**src/pkg/err_pkg.sv**
```systemverilog
// Shared constants and types of the bridge error reporting block
package err_pkg;

	// ************************************************************
	// Register map (byte addresses, one word each)
	// ************************************************************
	localparam logic [7:0] CTRL_OFS  = 8'h00;
	localparam logic [7:0] SDIS_OFS  = 8'h04;
	localparam logic [7:0] PSTAT_OFS = 8'h08;
	localparam logic [7:0] SSTAT_OFS = 8'h0C;
	localparam logic [7:0] ATT_OFS   = 8'h10;

	// Control bits
	localparam int CTL_PRI_RSP = 0;
	localparam int CTL_SERR_EN = 1;
	localparam int CTL_SEC_RSP = 2;
	localparam int CTL_FWD_EN  = 3;

	// System error disable bits, one per posted write cause
	localparam int DIS_PAR  = 0;
	localparam int DIS_RTRY = 1;
	localparam int DIS_TABT = 2;
	localparam int DIS_MABT = 3;

	// Status bits; SSE is signaled (primary) or detected (secondary)
	localparam int ST_DPE = 0;
	localparam int ST_DPR = 1;
	localparam int ST_SSE = 2;
	localparam int ST_RTA = 3;
	localparam int ST_RMA = 4;

	// Values after reset
	localparam logic [3:0] CTRL_RST = 4'h0;
	localparam logic [3:0] DIS_RST  = 4'h0;
	localparam logic [4:0] STAT_RST = 5'h00;
	localparam logic [1:0] AGE_RST  = 2'h0;

	// Cycle counts and attempt counter width
	localparam logic [1:0]  PERR_DLY  = 2'h2;
	localparam int          ATT_W     = 25;
	localparam logic [31:0] ATT_LIMIT = 32'h0100_0000;

	// ************************************************************
	// Carriers
	// ************************************************************
	typedef struct packed {
		logic        cyc;
		logic        stb;
		logic        we;
		logic [7:0]  adr;
		logic [3:0]  sel;
		logic [31:0] dat;
	} wb_req_s;

	typedef struct packed {
		logic        downstream;
		logic        init_wr_perr;
		logic        tgt_rd_perr;
		logic        tgt_wr_perr;
		logic        posted;
		logic        np_wr_xfer;
		logic        pw_enter;
		logic        pw_retry;
		logic        pw_done;
		logic        pw_tabort;
		logic        pw_mabort;
		logic [31:0] wr_ad;
		logic [3:0]  wr_cbe;
		logic        wr_bad;
		logic [31:0] rd_ad;
		logic [3:0]  rd_cbe;
		logic        rd_bad;
	} err_ev_s;

	typedef struct packed {
		logic s1;
		logic s2;
		logic s3;
		logic lvl;
	} sync_s;

	localparam sync_s SYNC_RST = '{s1: 1'b1, s2: 1'b1, s3: 1'b1, lvl: 1'b1};

	typedef struct packed {
		logic [ATT_W-1:0] cnt;
		logic             live;
		logic             hit;
	} att_s;

	typedef struct packed {
		logic [3:0]  ctrl;
		logic [3:0]  dis;
		logic [4:0]  pst;
		logic [4:0]  sst;
		logic [1:0]  age;
		logic        pend;
		logic        p_perr;
		logic        s_perr;
		logic        serr;
		logic        ack;
		logic [31:0] dat;
		logic        wpar;
		logic        rpar;
	} top_s;

	// Even parity over address/data and byte enables, inverted when bad
	function automatic logic par_gen(input logic [31:0] ad, input logic [3:0] cbe,
		input logic bad);
		return (^{ad, cbe}) ^ bad;
	endfunction

endpackage

```
**src/logic/pin_sync.sv**
```systemverilog
// Three-stage synchroniser with agreement filter for one pin
`timescale 1ns/1ps
module pin_sync (
	input  logic clk_i,
	input  logic rst_i,
	input  logic pin_i,
	output logic lvl_o
);
	import err_pkg::*;

	sync_s q;
	sync_s d;

	// ************************************************************
	// Next state
	// ************************************************************
	// Stage one feeds stage two only; level moves when two and three agree
	always_comb begin
		d     = q;
		d.s1  = pin_i;
		d.s2  = q.s1;
		d.s3  = q.s2;
		if (q.s2 == q.s3) begin
			d.lvl = q.s3;
		end
	end

	// Pin idles high, so reset to all ones
	always_ff @(posedge clk_i) begin
		if (rst_i) begin
			q <= SYNC_RST;
		end else begin
			q <= d;
		end
	end

	assign lvl_o = q.lvl;
endmodule // pin_sync

```
**src/logic/att_count.sv**
```systemverilog
// Delivery attempt counter for the posted write in flight
`timescale 1ns/1ps
module att_count #(
	parameter logic [31:0] LIMIT = err_pkg::ATT_LIMIT
) (
	input  logic                      clk_i,
	input  logic                      rst_i,
	input  logic                      start_i,
	input  logic                      step_i,
	input  logic                      done_i,
	output logic [err_pkg::ATT_W-1:0] count_o,
	output logic                      hit_o
);
	import err_pkg::*;

	localparam logic [ATT_W-1:0] LIM = LIMIT[ATT_W-1:0];

	att_s q;
	att_s d;
	logic [ATT_W-1:0] nxt;

	assign nxt = q.cnt + {{(ATT_W-1){1'b0}}, 1'b1};

	// ************************************************************
	// Counting
	// ************************************************************
	// Stops at the limit so the exhaustion pulse fires only once
	always_comb begin
		d     = q;
		d.hit = 1'b0;
		if (start_i) begin
			d.cnt  = '0;
			d.live = 1'b1;
		end else if (done_i) begin
			d.cnt  = '0;
			d.live = 1'b0;
		end else if (step_i && q.live && q.cnt != LIM) begin
			d.cnt = nxt;
			d.hit = (nxt == LIM);
		end
	end

	always_ff @(posedge clk_i) begin
		if (rst_i) begin
			q <= '0;
		end else begin
			q <= d;
		end
	end

	assign count_o = q.cnt;
	assign hit_o   = q.hit;
endmodule // att_count

```
**src/logic/err_report.sv**
```systemverilog
// Data parity and system error reporting of a PCI-to-PCI bridge
//
// Overview of operation
// Initiating write parity error sets detected flag
// Initiating perr only with that bus response enable
// Forwarded write carries the same bad parity
// Target read error: flag, perr if enabled
// Read error sets data-reported when response enabled
// Read data returned with its bad parity
// Target perr on write sets data-reported
// Non-posted: initiating perr two cycles after transfer
// Late non-posted error raises primary system error
// Posted write target perr raises system error
// Retry exhaustion after 2^24 attempts raises error
// Posted target abort: error, received-target-abort flag
// Posted master abort: error, received-master-abort flag
// Each posted cause has own disable bit
// Forward secondary system error when enabled
// Secondary system error pin is input only
// Driver enable gates; each drive sets signaled
// Retry exhaustion sets only signaled system error
// Attempt counter zeroed on entry, steps, clears
//
// Design decisions made here: the address map and the Wishbone register port.
`timescale 1ns/1ps
module err_report #(
	parameter logic [31:0] ATT_LIMIT = err_pkg::ATT_LIMIT
) (
	input  logic             clk_i,
	input  logic             rst_i,
	input  err_pkg::wb_req_s wb_i,
	output logic [31:0]      wb_dat_o,
	output logic             wb_ack_o,
	input  err_pkg::err_ev_s ev_i,
	input  logic             s_serr_n_i,
	output logic             p_serr_n_o,
	output logic             p_serr_oe_o,
	output logic             p_perr_n_o,
	output logic             p_perr_oe_o,
	output logic             s_perr_n_o,
	output logic             s_perr_oe_o,
	output logic             wpar_o,
	output logic             rpar_o
);
	import err_pkg::*;

	top_s q;
	top_s d;

	logic             sserr_n;
	logic [ATT_W-1:0] att_cnt;
	logic             att_hit;
	logic             init_rsp;
	logic             tgt_rsp;
	logic             np_timely;
	logic             np_late;
	logic             np_fire;
	logic             fwd_hit;
	logic             serr_fire;
	logic             wr_good;
	logic             rd_good;
	logic [4:0]       init_set;
	logic [4:0]       tgt_set;
	logic [4:0]       pset;
	logic [4:0]       sset;
	logic [4:0]       pclr;
	logic [4:0]       sclr;
	logic             wb_hit;
	logic             wb_wr;

	// ************************************************************
	// Submodules
	// ************************************************************
	// Secondary system error is only ever sampled, never driven
	pin_sync u_sserr (
		.clk_i (clk_i),
		.rst_i (rst_i),
		.pin_i (s_serr_n_i),
		.lvl_o (sserr_n)
	);

	att_count #(
		.LIMIT (ATT_LIMIT)
	) u_att (
		.clk_i   (clk_i),
		.rst_i   (rst_i),
		.start_i (ev_i.pw_enter),
		.step_i  (ev_i.pw_retry),
		.done_i  (ev_i.pw_done),
		.count_o (att_cnt),
		.hit_o   (att_hit)
	);

	// ************************************************************
	// Bus roles
	// ************************************************************
	// Downstream: primary initiates, secondary is the target bus
	assign init_rsp = ev_i.downstream ? q.ctrl[CTL_PRI_RSP] : q.ctrl[CTL_SEC_RSP];
	assign tgt_rsp  = ev_i.downstream ? q.ctrl[CTL_SEC_RSP] : q.ctrl[CTL_PRI_RSP];

	// Non-posted window: target error must land by the first cycle after
	assign np_timely = ev_i.tgt_wr_perr && !ev_i.posted
		&& (ev_i.np_wr_xfer || q.age == 2'h1);
	assign np_late   = ev_i.tgt_wr_perr && !ev_i.posted && !np_timely;
	assign np_fire   = (q.age == PERR_DLY - 2'h1)
		&& (q.pend || (np_timely && init_rsp));

	// ************************************************************
	// System error causes
	// ************************************************************
	// Any cause reaches the pin only through the driver enable
	assign fwd_hit   = !sserr_n && q.ctrl[CTL_FWD_EN];
	assign serr_fire = q.ctrl[CTL_SERR_EN] && (
		(tgt_rsp && !q.dis[DIS_PAR] && ev_i.tgt_wr_perr
			&& (ev_i.posted || np_late))
		|| (att_hit && !q.dis[DIS_RTRY])
		|| (ev_i.pw_tabort && !q.dis[DIS_TABT])
		|| (ev_i.pw_mabort && !q.dis[DIS_MABT])
		|| fwd_hit);

	// ************************************************************
	// Status set terms
	// ************************************************************
	// Retry exhaustion adds no flag beyond signaled system error
	always_comb begin
		init_set         = 5'h00;
		tgt_set          = 5'h00;
		init_set[ST_DPE] = ev_i.init_wr_perr;
		tgt_set[ST_DPE]  = ev_i.tgt_rd_perr;
		tgt_set[ST_DPR]  = tgt_rsp && (ev_i.tgt_rd_perr || ev_i.tgt_wr_perr);
		tgt_set[ST_RTA]  = ev_i.pw_tabort;
		tgt_set[ST_RMA]  = ev_i.pw_mabort;
		pset             = ev_i.downstream ? init_set : tgt_set;
		sset             = ev_i.downstream ? tgt_set : init_set;
		pset[ST_SSE]     = serr_fire;
		sset[ST_SSE]     = fwd_hit;
	end

	// ************************************************************
	// Register bus
	// ************************************************************
	// Write lands on the edge the master samples ack
	assign wb_hit = wb_i.cyc && wb_i.stb;
	assign wb_wr  = wb_hit && wb_i.we && q.ack && wb_i.sel[0];
	assign pclr   = (wb_wr && wb_i.adr == PSTAT_OFS) ? wb_i.dat[4:0] : 5'h00;
	assign sclr   = (wb_wr && wb_i.adr == SSTAT_OFS) ? wb_i.dat[4:0] : 5'h00;

	assign wr_good = par_gen(ev_i.wr_ad, ev_i.wr_cbe, 1'b0);
	assign rd_good = par_gen(ev_i.rd_ad, ev_i.rd_cbe, 1'b0);

	// ************************************************************
	// Next state
	// ************************************************************
	always_comb begin
		d     = q;
		d.ack = wb_hit && !q.ack;
		d.dat = 32'h0000_0000;
		if (d.ack && !wb_i.we) begin
			case (wb_i.adr)
				CTRL_OFS:  d.dat = {28'h000_0000, q.ctrl};
				SDIS_OFS:  d.dat = {28'h000_0000, q.dis};
				PSTAT_OFS: d.dat = {27'h000_0000, q.pst};
				SSTAT_OFS: d.dat = {27'h000_0000, q.sst};
				ATT_OFS:   d.dat = {{(32-ATT_W){1'b0}}, att_cnt};
				default:   d.dat = 32'h0000_0000;
			endcase
		end
		if (wb_wr && wb_i.adr == CTRL_OFS) begin
			d.ctrl = wb_i.dat[3:0];
		end
		if (wb_wr && wb_i.adr == SDIS_OFS) begin
			d.dis = wb_i.dat[3:0];
		end
		// Set beats clear so no event slips past software
		d.pst = (q.pst & ~pclr) | pset;
		d.sst = (q.sst & ~sclr) | sset;

		// Non-posted window age, idle at zero
		if (ev_i.np_wr_xfer) begin
			d.age = 2'h1;
		end else if (q.age == PERR_DLY - 2'h1) begin
			d.age = AGE_RST;
		end else begin
			d.age = q.age;
		end
		d.pend = (q.age == PERR_DLY - 2'h1) ? 1'b0
			: (q.pend || (np_timely && init_rsp));

		// Parity error pins, one cycle per event
		d.p_perr = ev_i.downstream
			? ((ev_i.init_wr_perr && init_rsp) || np_fire)
			: (ev_i.tgt_rd_perr && tgt_rsp);
		d.s_perr = ev_i.downstream
			? (ev_i.tgt_rd_perr && tgt_rsp)
			: ((ev_i.init_wr_perr && init_rsp) || np_fire);
		d.serr   = serr_fire;

		// Parity travels one cycle behind its data, bad stays bad
		d.wpar = par_gen(ev_i.wr_ad, ev_i.wr_cbe, ev_i.wr_bad);
		d.rpar = par_gen(ev_i.rd_ad, ev_i.rd_cbe, ev_i.rd_bad);
	end

	// ************************************************************
	// State register
	// ************************************************************
	always_ff @(posedge clk_i) begin
		if (rst_i) begin
			q      <= '0;
			q.ctrl <= CTRL_RST;
			q.dis  <= DIS_RST;
			q.pst  <= STAT_RST;
			q.sst  <= STAT_RST;
			q.age  <= AGE_RST;
		end else begin
			q <= d;
		end
	end

	// ************************************************************
	// Outputs
	// ************************************************************
	// Open-drain pins pull low only while enabled
	assign wb_dat_o    = q.dat;
	assign wb_ack_o    = q.ack;
	assign p_serr_n_o  = 1'b0;
	assign p_serr_oe_o = q.serr;
	assign p_perr_n_o  = 1'b0;
	assign p_perr_oe_o = q.p_perr;
	assign s_perr_n_o  = 1'b0;
	assign s_perr_oe_o = q.s_perr;
	assign wpar_o      = q.wpar;
	assign rpar_o      = q.rpar;
endmodule // err_report

```
**config.mk**
```make
export PLATFORM = sky130hd
export DESIGN_NAME = err_report
export DESIGN_NICKNAME = d
export VERILOG_FILES = /design/src/pkg/err_pkg.sv /design/src/logic/pin_sync.sv /design/src/logic/att_count.sv /design/src/logic/err_report.sv
export SDC_FILE = /design/constraint.sdc
export NUM_CORES = 1
export LEC_CHECK = 0
export ABC_AREA = 1
export CAP_MARGIN = 20
export CORE_MARGIN = 3
export CORE_UTILIZATION = 40
export DETAILED_ROUTE_END_ITERATION = 6
export DONT_BUFFER_PORTS = 1
export PLACE_DENSITY = 0.5
export SYNTH_ARGS = -nofsm -noshare
export SYNTH_HDL_FRONTEND = slang
export SYNTH_SLANG_ARGS = --single-unit
```
**constraint.sdc**
```tcl
create_clock -name clk_i -period 1.9 [get_ports clk_i]
set_clock_uncertainty 0.15 [all_clocks]
set_input_delay 0.19 -clock clk_i [delete_from_list [all_inputs] [get_ports clk_i]]
set_output_delay 0.19 -clock clk_i [all_outputs]
set_load 0.005 [all_outputs]
```
==> impl_metrics.py, run 1 <==
metrics = {
    "status": {
        "status": "finished clean",
    },
    "cells_and_area": {
        "antennaDiodeCount": 0,
        "fill_cells": 1291,
        "fin_cells": 974,
        "nets": 935,
        "area_delta_synth_final_pct": 16.91,
        "layout-drive-gt1-share": 0.1484,
    },
    "worst_setup_path": {
        "cp_slowest_cell": "dfxtp_4",
        "crit_family": "simple AND/OR/NAND/NOR gates",
        "crit_buf_inv": 1,
        "critPathMaxFanout": 5,
        "crit_chain": "buf_6 -> nand2_4 -> nor2_4 -> nand2_4 -> xor2_2 -> nand3_1 -> nor2_2 -> nand3_2 -> nor2_2 -> nand3_1 -> nor2_1",
        "required_ns": 2.03,
        "worstSetupPathType": "reg -> reg",
        "cp-end-kind": "register",
        "critPathMaxStageDelay_ns": 0.38,
        "crit_arrival_ns": 2.01,
        "start_kind": "register",
    },
    "yosys": {
        "synth_common_cells": "nand2_1 (188), dfxtp_1 (82), inv_1 (81)",
        "yosys-top-cells-area": "dfxtp_1 (32%), nand2_1 (14%), xor2_1 (7.1%)",
        "synth_seq_cells": 82,
        "synth_flop_cell": "dfxtp_1",
        "synthCells": 770,
        "synth.most_common_cell": "nand2_1",
        "synth_warnings": 0,
        "netlist.area_leader.share": 0.3151,
        "synth_area_leader_cell": "dfxtp_1",
        "syn_area_um2": 5210,
        "synth_seq_area_share": 0.3151,
        "synth_cell_types": 36,
        "synth-edff-count": 0,
        "syn_area_per_cell_um2": 6.766,
        "synthArstFlopShare": 0,
    },
    "power_and_ir_drop": {
        "ir_drop_uv": 420.7,
        "swShare": 0.2543,
        "p_seq_frac": 0.420,
        "switchingPower_w": 0.001080,
        "clockPowerShare": 0.439,
        "power.density_nw_per_um2": 697.4,
        "total_leakage_power_nw": 2.534,
        "share_comb_of_total_power": 0.141,
        "intPower_w": 0.003168,
    },
    "global_route": {
        "antenna_found_initial": 0,
        "overflow": 0,
        "grt_pass1_vias": 4536,
        "grt_max_degree": 32,
        "grt_usage": 0.1812,
        "grt_pass1_wl_um": 21290,
    },
    "job": {
        "cap_violations": 0,
    },
    "placed_design": {
        "dpl.cell_count": 931,
        "place_congestion": 0.8976,
        "io_buffers": 0,
        "dp_hpwl_um": 10210,
    },
    "detailed_routing": {
        "drt_iter0_drc": 214,
        "first_pass_iters": 4,
        "wl_per_cell_um": 13.50,
        "ant_nets": 0,
        "vias": 4782,
        "drt-vias-per-instance": 4.910,
        "drc": 0,
        "routed_wirelength_um": 13150,
    },
    "sta": {
        "setup_tns_ns": 0,
        "tightest_slew_ns": 0.5538,
        "clock.fmax_ghz": 0.5315,
        "rsz0062_at_grt": "yes",
        "hold_violations": 0,
        "min_period_over_period": 0.9902,
        "slew_viol_final": 0,
        "setup_violations": 0,
        "relSlewSlack": 0.6295,
        "finalCriticalPeriod_ns": 1.881,
    },
    "floorplan": {
        "pin_count": 176,
        "dieWidth_um": 120.1,
        "core_um2": 12670,
        "num_rows": 41,
        "die_h_um": 120.1,
        "die_area_um2": 14430,
        "initial_core_util": 0.4112,
    },
    "clocking": {
        "clkLatencyLatePin_ns": 0.34,
        "cts_max_level": 3,
        "clk_pin_slew_ns": 0.06,
        "cts_buffer_depth": 2,
        "cts_buffers": 9,
        "cts.sinks": 82,
        "cts_tree": "built",
        "cts-root-buf": "clkbuf_16",
    },
    "min_path": {
        "min_path_type": "in -> reg",
    },
}
-- flip-flops by register name (all words and copies together), names as in the netlist --
name,count
wb_dat_o,25
p_perr_oe_o,1
wb_ack_o,1
u_att.count_o,25
u_sserr.q,1
wpar_o,1
s_perr_oe_o,1
u_sserr.d,2
u_att.q,1
q,20
rpar_o,1
u_sserr.lvl_o,1
u_att.hit_o,1
p_serr_oe_o,1
-- routing by layer --
metal,track usage,up-vias,share of wire
li1,-,2475,-
met1,0.2176,2173,0.41
met2,0.3193,114,0.52
met3,0.03676,20,0.051
met4,0.06514,0,0.019
met5,0,-,0
-- cells in the final DEF (no fill, tap or decap), types with 8 or more instances in the layout --
cell,count
nand3_1,37
clkinv_1,8
xor2_1,41
o21ai_0,41
clkbuf_16,9
xnor2_1,34
a21oi_1,47
conb_1,10
nor2_2,12
dfxtp_2,10
dlygate4sd3_1,23
nand4_1,15
nand2_2,11
nor2_1,44
nand2_1,185
buf_4,28
nor3_1,24
inv_1,78
dfxtp_1,70
-- final timing paths --
check | from | to | slack (ns) | cells after the start
max reg2reg | u_att.count_o[1]$_SDFFE_PP0N_ | u_att.hit_o$_SDFF_PP0_ | 0.02 | 11
min reg2reg | q[43]$_SDFF_PP0_ | q[43]$_SDFF_PP0_ | 0.32 | 2
max | u_att.count_o[1]$_SDFFE_PP0N_ | u_att.hit_o$_SDFF_PP0_ | 0.02 | 11
min | ev_i[74] | p_serr_oe_o$_SDFF_PP0_ | 0.02 | 4
-- per-stage QoR --
step / util / instance area (µm²) / power, W / hold slack, ns / setup slack (ns)
final: 0.4807 / 6091 / 0.004248 / 0.02086 / 0.01869
after global routing: 0.4807 / 6091 / 0.004464 / 0.06288 / -0.1238
after CTS: 0.4667 / 5913 / 0.004305 / 0.02134 / -0.03161
after detailed placement: 0.4227 / 5356 / 0.002376 / 0.1138 / -0.05746
after global placement: 0.4227 / 5356 / 0.002357 / 0.1139 / -0.01919
after floorplan: - / 5244 / 0.002294 / 0.1438 / 0.1974
-- tightest hold or removal path, cell delays in order --
cell and delay, ns:
a221oi_1 0.07, o41ai_1 0.07, nand2_1 0.06, nor2_1 0.08
-- cell families (layout without fill, tap and decap cells) --
group,after synthesis,count (layout),synth area share
compound gates,111,111,0.1150
xor+xnor,76,76,0.1278
fa+ha+maj,3,3,0.007205
buf+inv,140,163,0.1270
flops,82,82,0.3151
other cells,1,10,0.0007198
simple gates,357,357,0.3072
-- what timing repair did --
item                       4_1_cts  5_1_grt
resized for setup                4       52
setup endpoints to repair       15       25
pin swaps                        0       15
hold endpoints to repair        30        0
setup buffers                    0        4
hold buffers                    23        0
-- area by class of cell --
type                    instances  area (µm²)  area share
repair buffers                 56       505.5     0.08299
inverters                      91       346.6     0.05690
clock buffers                   9       225.2     0.03698
flip-flops and latches         82        1662      0.2728
well taps                     172       215.2     0.03533
clock inverters                 7       93.84     0.01541
multi-input cells             557        3043      0.4996
-- power groups by stage --
stage	logic, W	registers, W	clock network (W)
final	0.000600	0.00178	0.00187
after global routing	0.000700	0.00178	0.00198
after CTS	0.000599	0.00178	0.00192
after detailed placement	0.000554	0.00182	0
after global placement	0.000535	0.00182	0
after floorplan	0.000482	0.00181	0
Power figures use the tool's default switching activity.
==> inputs of run 2 (changes only) <==
- PLACE_DENSITY: 0.5 -> 0.57
==> run 2 against run 1 <==
Net effect: total power rose by 1.9%; fmax rose by 0.33%; cell area rose by 4.5%; non-clock buffer count rose by 12; hold slack got worse by 0.00069 ns; final cell count rose by 1.2%; first-iteration DRC count rose by 43%; register-to-register slack barely moved; count of clock-buffer cells in the layout rose by 1; critical endpoint is now u_att.count_o[23]$_SDFFE_PP0N_.
==> impl_metrics.py, run 2 (same netlist as run 1, synthesis figures left out) <==
metrics = {
    "status": {
        "status": "finished clean",
    },
    "worst_setup_path": {
        "start_kind": "register",
        "critPathMaxFanout": 7,
        "crit_arrival_ns": 1.95,
        "cp-end-kind": "register",
        "required_ns": 1.98,
        "worstSetupPathType": "reg -> reg",
    },
    "power_and_ir_drop": {
        "p_seq_frac": 0.412,
        "swShare": 0.2571,
        "intPower_w": 0.003215,
        "total_leakage_power_nw": 2.608,
        "ir_drop_uv": 573.5,
        "share_comb_of_total_power": 0.153,
        "clockPowerShare": 0.435,
        "switchingPower_w": 0.001113,
        "power.density_nw_per_um2": 679.8,
    },
    "min_path": {
        "min_path_type": "in -> reg",
    },
    "global_route": {
        "grt_pass1_vias": 4621,
        "grt_pass1_wl_um": 21390,
        "antenna_found_initial": 0,
        "grt_usage": 0.1819,
        "overflow": 0,
        "grt_max_degree": 20,
    },
    "placed_design": {
        "io_buffers": 0,
        "pre_cts_slack_ns": -0.09724,
        "dp_hpwl_um": 10220,
        "place_congestion": 0.8808,
        "dpl.cell_count": 932,
    },
    "sta": {
        "tightest_slew_ns": 0.5043,
        "setup_violations": 0,
        "finalWorstSetupSlack_ns": 0.02481,
        "holdWs_ns": 0.02017,
        "min_period_over_period": 0.9869,
        "rsz0062_at_grt": "yes",
        "relSlewSlack": 0.6627,
        "finalCriticalPeriod_ns": 1.875,
        "hold_violations": 0,
        "clock.fmax_ghz": 0.5333,
        "slew_viol_final": 0,
    },
    "detailed_routing": {
        "routed-wl-met3_um": 911,
        "drc": 0,
        "vias": 4953,
        "ant_nets": 0,
        "routed_wirelength_um": 14080,
        "drt_iter0_drc": 305,
        "wl_met1_um": 5810,
        "drt-vias-per-instance": 5.023,
        "wl_met2_um": 7134,
        "routed.top_layer": "met4",
        "wl_per_cell_um": 14.27,
        "first_pass_iters": 5,
    },
    "clocking": {
        "clk_pin_slew_ns": 0.06,
        "cts_buffer_depth": 2,
        "cts.sinks": 82,
        "cts-root-buf": "clkbuf_16",
        "cts_buffers": 9,
        "cts_max_level": 3,
        "clkLatencyLatePin_ns": 0.34,
        "cts_tree": "built",
    },
    "cells_and_area": {
        "mostFrequentLayoutCells": "nand2_1 (186), inv_1 (78), dfxtp_1 (70)",
        "layout-drive-gt1-share": 0.1794,
        "nets": 947,
        "antennaDiodeCount": 0,
        "fin_cells": 986,
        "area_delta_synth_final_pct": 22.19,
        "layout_commonest_cell": "nand2_1",
    },
    "floorplan": {
        "die_h_um": 120.1,
        "dieWidth_um": 120.1,
        "core_um2": 12670,
        "die_area_um2": 14430,
        "num_rows": 41,
        "initial_core_util": 0.4112,
        "pin_count": 176,
    },
    "job": {
        "cap_violations": 0,
    },
}
[run 2: cell count changes in the layout (fill, tap and decap cells not counted), sizes merged]
cell,before,now
clkinv,11,9
buf,33,37
dlygate4sd3,23,26
clkbuf,9,15
clkinvlp,2,3
[run 2: through the flow]
step / power, W / utilization / setup TNS [ns] / instance area (µm²)
detailed placement: 0.002383 / 0.4253 / -0.6807 / 5389
global placement: 0.002363 / 0.4253 / -0.6159 / 5389
floorplan: 0.002294 / - / 0 / 5244
global route: 0.004535 / 0.5024 / -1.186 / 6366
finish: 0.004328 / 0.5024 / 0 / 6366
CTS: 0.004301 / 0.4708 / 0 / 5966
[run 2: per-layer routing]
| layer | vias up | global-route usage |
|---|---|---|
| li1 | 2501 | - |
| met1 | 2282 | 0.2209 |
| met2 | 152 | 0.3207 |
| met3 | 18 | 0.04430 |
| met4 | 0 | 0.04796 |
| met5 | - | 0 |
[run 2: what timing repair did]
action                                  4_1_cts  5_1_grt
cloned                                        0        6
pin swaps                                     2       11
hold buffers                                 24        2
endpoints found under the setup margin       25       27
gates resized for setup                       5       80
setup buffers                                 0        6
endpoints found under the hold margin        31        1
[run 2: final cells by class]
| class | instances | area [µm²] |
|---|---|---|
| Fill cell | 1255 | 6305 |
| Multi-Input combinational cell | 557 | 3112 |
| Sequential cell | 82 | 1659 |
| Timing Repair Buffer | 68 | 708.2 |
| Inverter | 91 | 351.6 |
| Clock buffer | 10 | 229.0 |
| Tap cell | 172 | 215.2 |
| Clock inverter | 6 | 91.34 |
[run 2: critical path: stages, from the launching register on]
cell,delay [ns]
dfxtp_2,0.34
buf_6,0.13
inv_4,0.05
ha_4,0.12
nand4_1,0.10
nor2_2,0.18
nand3_2,0.12
nand2_4,0.18
inv_8,0.07
buf_12,0.14
o21ai_2,0.11
a31oi_1,0.05
[run 2: path summary, 6_finish.rpt]
path / depth (start not counted) / start / slack, ns / endpoint
max: 11 / u_att.count_o[1]$_SDFFE_PP0N_ / 0.02 / u_att.count_o[23]$_SDFFE_PP0N_
min: 4 / ev_i[74] / 0.02 / p_serr_oe_o$_SDFF_PP0_
max reg2reg: 11 / u_att.count_o[1]$_SDFFE_PP0N_ / 0.02 / u_att.count_o[23]$_SDFFE_PP0N_
min reg2reg: 2 / u_sserr.lvl_o$_SDFFE_PP1N_ / 0.33 / u_sserr.lvl_o$_SDFFE_PP1N_
[run 2: power by group through the flow]
stage	Combinational, W	Sequential (W)	Clock [W]
final	0.000664	0.00178	0.00188
after global routing	0.000762	0.00179	0.00199
after CTS	0.000611	0.00178	0.00191
after detailed placement	0.000563	0.00182	0
after global placement	0.000543	0.00182	0
after floorplan	0.000482	0.00181	0
